[src/hw/irs_defines.svh]
/*
  constants of the two-wire register slave port.
  assumes mclk at 100 MHz, bus inputs synchronous to it.
*/
// Functional notes
// two-wire slave mode while select pin high
// accepts 100 kHz and 400 kHz bus rates
// single and multi byte reads and writes
// strap high answers address 0x1d
// strap low answers address 0x53
// write: address, register, data; ack each
// read via pointer write then restart
// pointer advances after every data byte
`ifndef IRS_DEFINES_SVH
`define IRS_DEFINES_SVH
`define IRS_ADDR_HIGH   7'h1d
`define IRS_ADDR_LOW    7'h53
`define IRS_BIT_LAST    3'h7
`define IRS_CNT_ZERO    4'h0
`define IRS_CNT_ONE     4'h1
`define IRS_CNT_LAST    4'h7
`define IRS_CNT_BYTE    4'h8
`define IRS_BUS_IDLE    1'h1
`define IRS_MIN_OVERSAMPLE 8
`define IRS_MCLK_KHZ    100000
`define IRS_FAST_KHZ    400
`define IRS_STD_KHZ     100
`endif

[src/hw/irs_pkg.sv]
/*
  types of the two-wire register slave port.
  assumes irs_defines.svh is available.
*/
package irs_pkg;
  typedef enum logic [2:0] {
    IRS_IDLE, IRS_ADDR, IRS_ACK, IRS_RX, IRS_TX, IRS_TX_ACK
  } irs_state_t;

  typedef struct packed {
    logic scl;
    logic sda;
  } irs_pins_t;

  typedef struct packed {
    logic [7:0] addr;
    logic [7:0] wdata;
    logic       we;
    logic       re;
  } irs_reg_req_t;

  typedef struct packed {
    irs_state_t   st;
    irs_pins_t    prev;
    logic [7:0]   shift;
    logic [3:0]   cnt;
    logic         rw;
    logic         have_ptr;
    logic         ack_ok;
    logic [7:0]   ptr;
    logic         drive_low;
    irs_reg_req_t req;
  } irs_state_all_t;
endpackage

[src/hw/irs_slave.sv]
/*
  two-wire slave giving a master access to the register file.
  assumes scl/sda synchronous to mclk, register file answers
  reg_rdata combinationally from reg_req.addr.
*/
`timescale 1ns/1ps
`include "irs_defines.svh"
module irs_slave
#(
  parameter int MCLK_KHZ = `IRS_MCLK_KHZ
)
(
  input  wire logic             mclk,
  input  wire logic             rst_n,
  input  wire logic             iface_select,
  input  wire logic             bus_address_select_pin,
  input  wire logic             scl_in,
  input  wire logic             sda_in,
  output logic                  sda_out,
  output logic                  sda_oe,
  output irs_pkg::irs_reg_req_t reg_req,
  input  wire logic [7:0]       reg_rdata
);
  //////////////////////////////////////////////////////////////////////
  // oversampling margin: fast mode must give 4+ mclk per scl phase,
  // or start and stop, seen over two samples, can slip past unnoticed
  if (MCLK_KHZ < `IRS_MIN_OVERSAMPLE * `IRS_FAST_KHZ)
  begin : g_mclk_check
    $error("mclk too slow for fast mode");
  end

  logic [1:0] rst_sync;
  logic       rst_q_n;
  irs_pkg::irs_state_all_t s, next_s;
  logic [6:0] my_addr;
  logic       scl_rise, scl_fall, start_c, stop_c;
  logic       byte_done;

  // pin history starts at the idle bus level, high on both lines, so
  // the first cycles after reset see no false edge, start or stop
  localparam irs_pkg::irs_state_all_t reset_state = '{
    st:        irs_pkg::IRS_IDLE,
    prev:      '{scl: `IRS_BUS_IDLE, sda: `IRS_BUS_IDLE},
    shift:     8'h00,
    cnt:       `IRS_CNT_ZERO,
    rw:        1'h0,
    have_ptr:  1'h0,
    ack_ok:    1'h0,
    ptr:       8'h00,
    drive_low: 1'h0,
    req:       '{addr: 8'h00, wdata: 8'h00, we: 1'h0, re: 1'h0}
  };

  //////////////////////////////////////////////////////////////////////
  // reset asserts at once but is released through two flops

  always_ff @(posedge mclk or negedge rst_n)
  begin
    if (!rst_n)
      rst_sync <= 2'h0;
    else
      rst_sync <= {rst_sync[0], 1'h1};
  end
  assign rst_q_n = rst_sync[1];

  //////////////////////////////////////////////////////////////////////
  // condition detection on sampled pins, valid at both bus rates
  assign my_addr  = bus_address_select_pin ? `IRS_ADDR_HIGH
                                           : `IRS_ADDR_LOW;
  assign scl_rise = scl_in & ~s.prev.scl;
  assign scl_fall = ~scl_in & s.prev.scl;
  assign start_c  = scl_in & s.prev.scl & s.prev.sda & ~sda_in;
  assign stop_c   = scl_in & s.prev.scl & ~s.prev.sda & sda_in;
  // eight rises counted: the fall that ends a start condition comes
  // with no bit counted and so never closes a byte
  assign byte_done = scl_fall & (s.cnt == `IRS_CNT_BYTE);

  //////////////////////////////////////////////////////////////////////
  always_comb
  begin
    next_s          = s;
    next_s.prev.scl = scl_in;
    next_s.prev.sda = sda_in;
    next_s.req.we   = 1'h0;
    next_s.req.re   = 1'h0;
    if (!iface_select)
    begin
      next_s.st        = irs_pkg::IRS_IDLE;
      next_s.drive_low = 1'h0;
    end
    else if (start_c) // repeated start keeps the pointer
    begin
      next_s.st        = irs_pkg::IRS_ADDR;
      next_s.cnt       = `IRS_CNT_ZERO;
      next_s.drive_low = 1'h0;
    end
    else if (stop_c)
    begin
      next_s.st        = irs_pkg::IRS_IDLE;
      next_s.drive_low = 1'h0;
    end
    else
    begin
      unique case (s.st)
        irs_pkg::IRS_IDLE:
          next_s.drive_low = 1'h0;
        irs_pkg::IRS_ADDR:
          if (scl_rise)
          begin
            next_s.shift = {s.shift[6:0], sda_in};
            next_s.cnt   = s.cnt + `IRS_CNT_ONE;
          end
          else if (byte_done)
          begin
            // address byte in: acknowledge only our own address
            next_s.ack_ok    = (s.shift[7:1] == my_addr);
            next_s.rw        = s.shift[0];
            next_s.have_ptr  = 1'h0;
            next_s.drive_low = next_s.ack_ok;
            next_s.st        = next_s.ack_ok ? irs_pkg::IRS_ACK
                                             : irs_pkg::IRS_IDLE;
          end
        irs_pkg::IRS_RX:
          if (scl_rise)
          begin
            next_s.shift = {s.shift[6:0], sda_in};
            next_s.cnt   = s.cnt + `IRS_CNT_ONE;
          end
          else if (byte_done)
          begin
            // first byte sets the pointer, later ones are data
            next_s.ack_ok = 1'h1;
            if (!s.have_ptr)
            begin
              next_s.ptr      = s.shift;
              next_s.have_ptr = 1'h1;
            end
            else
            begin
              next_s.req.addr  = s.ptr;
              next_s.req.wdata = s.shift;
              next_s.req.we    = 1'h1;
              next_s.ptr       = s.ptr + 8'h1;
            end
            next_s.drive_low = 1'h1;
            next_s.st        = irs_pkg::IRS_ACK;
          end
        irs_pkg::IRS_ACK:
          if (scl_fall)
          begin
            next_s.cnt = `IRS_CNT_ZERO;
            if (s.rw)
            begin
              // reg_rdata already shows the pointer's register, since
              // the request address follows the pointer
              next_s.shift     = reg_rdata;
              next_s.req.addr  = s.ptr;
              next_s.req.re    = 1'h1;
              next_s.ptr       = s.ptr + 8'h1;
              next_s.drive_low = ~reg_rdata[`IRS_BIT_LAST];
              next_s.st        = irs_pkg::IRS_TX;
            end
            else
            begin
              next_s.drive_low = 1'h0;
              next_s.st        = irs_pkg::IRS_RX;
            end
          end
        irs_pkg::IRS_TX:
          if (scl_fall)
          begin
            next_s.cnt = s.cnt + `IRS_CNT_ONE;
            if (s.cnt == `IRS_CNT_LAST)
            begin
              next_s.drive_low = 1'h0; // release for master ack
              next_s.st        = irs_pkg::IRS_TX_ACK;
            end
            else
            begin
              next_s.shift     = {s.shift[6:0], 1'h0};
              next_s.drive_low = ~s.shift[6];
            end
          end
        irs_pkg::IRS_TX_ACK:
          if (scl_rise)
            // nack ends the read; master then stops
            next_s.st = sda_in ? irs_pkg::IRS_IDLE : irs_pkg::IRS_ACK;
      endcase
    end
    // between strobes the request address tracks the pointer, so the
    // register file shows read data before the byte is loaded
    if (!next_s.req.we && !next_s.req.re)
      next_s.req.addr = next_s.ptr;
  end

  always_ff @(posedge mclk or negedge rst_q_n)
  begin
    if (!rst_q_n)
      s <= reset_state;
    else
      s <= next_s;
  end

  //////////////////////////////////////////////////////////////////////
  // open drain: only ever pull low
  assign sda_out = 1'h0;
  assign sda_oe  = s.drive_low;
  assign reg_req = s.req;
endmodule

[config.mk]
export PLATFORM = sky130hd
export DESIGN_NAME = irs_slave
export DESIGN_NICKNAME = d
export VERILOG_FILES = /design/src/hw/irs_pkg.sv /design/src/hw/irs_slave.sv
export VERILOG_INCLUDE_DIRS = /design/src /design/src/hw
export SDC_FILE = /design/constraint.sdc
export NUM_CORES = 1
export LEC_CHECK = 0
export BUFFER_PORTS_ARGS = -buffer_cell sky130_fd_sc_hd__buf_2
export CORE_MARGIN = 3
export CORE_UTILIZATION = 33
export CTS_CLUSTER_DIAMETER = 200
export CTS_CLUSTER_SIZE = 25
export DETAILED_ROUTE_END_ITERATION = 16
export PLACE_DENSITY_LB_ADDON = 0.25
export SLEW_MARGIN = 20
export SYNTH_ARGS = -nofsm -noshare
export SYNTH_HDL_FRONTEND = slang
export SYNTH_SLANG_ARGS = --single-unit
[constraint.sdc]
create_clock -name mclk -period 1.4 [get_ports mclk]
set_input_delay 0.14 -clock mclk [delete_from_list [all_inputs] [get_ports mclk]]
set_output_delay 0.14 -clock mclk [all_outputs]
set_load 0.02 [all_outputs]
==> flow_metrics.env <==
export IMPL_numCtsBuffers=5
export IMPL_final_nets=403
export IMPL_hold_path_startpoint="sda_in"
export IMPL_finalInstanceArea_mm2=0.00430
export IMPL_rows=32
export IMPL_io_buffer_count=32
export IMPL_antenna_cells=0
export IMPL_synthesis_nets=292
export IMPL_async_reset_ff_share_pct=100
export IMPL_yosys_most_used_dff="dfrtp_1"
export IMPL_min_period_ps=1860
export IMPL_leakagePower_nw=2.02
export IMPL_start_kind="register"
export IMPL_max_freq_mhz=536
export IMPL_yosysSeqAreaShare_pct=43.0
export IMPL_drive_gt1_share_pct=62.0
export IMPL_die_area_mm2=0.00962
export IMPL_grt_pass1_vias=2599
export IMPL_hpwl_mm=5.40
export IMPL_r2r_cells=6
export IMPL_drv_cap=0
export IMPL_worstSetupEndpointType="register"
export IMPL_routedWlPerCell_um=16.7
export IMPL_worstPathMaxFanout=8
export IMPL_skew_ps=4.48
export IMPL_grt_antenna_before_repair=0
export IMPL_synth_top_area_share_pct=41.1
export IMPL_grt_usage_pct=16.4
export IMPL_clk_pin_slew_ps=90
export IMPL_cts_root_buf="clkbuf_8"
export IMPL_grt_ovfl_total=0
export IMPL_synth_area_leaders="dfrtp_1 41%, mux2_2 9.7%, buf_4 6.4%"
export IMPL_arrival_ps=2060
export IMPL_setup_viol=44
export IMPL_grt_first_pass_wirelength_mm=12.7
export IMPL_area_growth_syn_to_layout_pct=53.6
export IMPL_hold_depth=2
export IMPL_r2r_setup_slack_ps=-460
export IMPL_avgSynthCellArea_um2=10.2
export IMPL_route_detailed_drc=0
export IMPL_cts_path_max_buffers=2
export IMPL_timing_final_crit_share_pct=133
export IMPL_hold_viol=0
export IMPL_vias=2581
export IMPL_status="complete, but fails checks"
export IMPL_synth_edf_count=0
export IMPL_rr_startpoint="s[43]$_DFF_PN1_"
export IMPL_yosysTopAreaCell="dfrtp_1"
export IMPL_clock_sinks=48
export IMPL_drtAntennaViolNets=0
export IMPL_violations="setup timing"
export IMPL_r2r_end="s[40]$_DFFE_PN0P_"
export IMPL_synth_cells=275
export IMPL_gp_congestion=0.896
export IMPL_hold_path_end="s[42]$_DFF_PN1_"
export IMPL_ios=34
export IMPL_required_ps=1590
export IMPL_die_y_um=98.1
export IMPL_pre_cts_ws_ps=-590
export IMPL_crit_path_start="s[43]$_DFF_PN1_"
export IMPL_path_class="reg2reg"
export IMPL_clk_insertion_delay_late_ps=300
export IMPL_post_synth_top_count_cell="dfrtp_1"
export IMPL_die_w_um=98.1
export IMPL_hold_class="in2reg"
export IMPL_post_route_util_pct=54.0
export IMPL_grt_max_degree=28
export IMPL_initial_core_util_pct=35.1
export IMPL_drv_slew=0
export IMPL_yosys_warnings=0
export IMPL_synth_distinct_cells=62
export IMPL_post_synth_most_frequent_cells="46 x dfrtp_1, 26 x nand2_1, 24 x buf_4, 24 x mux2_2, 22 x o21ai_0"
export IMPL_first_iter_violations=79
export IMPL_drtPass1Iterations=4
export IMPL_ir_worst_vdd_mv=0.399
export IMPL_routed_via_density=5.28
export IMPL_place_area_mm2=0.00347
export IMPL_htree_levels=2
export IMPL_rsz0062_at_grt="yes"
export IMPL_cts_tree="done"
export IMPL_core_area_mm2=0.00797
export IMPL_routed_wl_mm=8.16
export IMPL_fin_ws_ps=-465
export IMPL_synth_area_mm2=0.00280
export IMPL_p_per_area_mw_per_mm2=776
export IMPL_ys_seq_elements=48
-- flip-flops by register name, summed over array words and instances (netlist names) --
register	flops
s	27
rst_sync	2
reg_req	18
sda_oe	1
-- placed cells by master (no fill, tap or decap), types with 5 or more instances in the layout --
cell type and count:
mux2_2 15, clkbuf_8 5, a21oi_1 8, nand2_1 22, o21ai_1 9, buf_6 23
nand3_1 6, buf_2 33, buf_4 73, nand3b_1 5, dfrtp_1 42, nor2_1 5
mux2_4 9, o21ai_2 10
-- critical path: stages (launching register included) --
cell       delay (ps)
dfstp_2           610
and2b_1           190
a21oi_1            90
a2bb2oi_2         160
a211oi_4          210
buf_12            180
mux2_4            300
-- worst max path at each step --
stage,end,slack [ps]
final,s[40]$_DFFE_PN0P_,-460
after global routing,s[40]$_DFFE_PN0P_,-530
after CTS,s[38]$_DFFE_PN0P_,-420
after detailed placement,s[40]$_DFFE_PN0P_,-590
after global placement,s[36]$_DFFE_PN0P_,-530
after floorplan,s[34]$_DFFE_PN0P_,-390
-- final cells by class --
type                    count  area, µm²
fillers                   679       3670
multi-input cells         194       1760
flip-flops and latches     48       1210
repair buffers            132       1020
well taps                 102        128
clock inverters             3       90.1
clock buffers               5       68.8
inverters                   5       18.8
-- kinds of logic after synthesis --
| logic type | after synthesis | share of synthesized area, % |
|---|---|---|
| and+or+nand+nor | 92 | 19.1 |
| DFF | 48 | 43.0 |
| other | 2 | 0.268 |
| adders and majority gates | 4 | 1.70 |
| muxes | 26 | 10.4 |
| AOI/OAI and AO/OA | 67 | 16.7 |
| xor gates and xnor gates | 1 | 0.313 |
| buffers and inverters | 35 | 8.54 |
-- where the power goes --
part	internal [mW]	switching [mW]	leakage, nW
Sequential	1.43	0.0581	0.646
Combinational	0.232	0.226	1.30
Clock	0.893	0.497	0.0784
-- stage by stage --
step	instances	hold slack, ps	setup TNS [ps]	total power, mW
detailed placement	448	-73.1	-16880	1.82
CTS	476	102	-13500	3.28
global route	489	113	-19110	3.45
finish	489	118	-16500	3.34
global placement	448	-72.9	-15950	1.82
floorplan	275	-156	-11230	1.69
-- timing repair --
item / CTS / global route
buffers inserted: 19 / 13
pin swaps: 43 / 19
hold buffers: 1 / 0
cloned: 2 / 1
setup endpoints to repair: 44 / 44
endpoints found under the hold margin: 2 / 0
resized for setup: 73 / 36
-- layer usage --
layer,up-vias,wire [µm],GRT usage (%)
li1,1207,-,-
met4,0,109,4.05
met5,-,0,0
met2,66,4020,27.1
met3,8,460,3.57
met1,1300,3570,21.8
No activity file was read; power rests on OpenSTA's default activity.
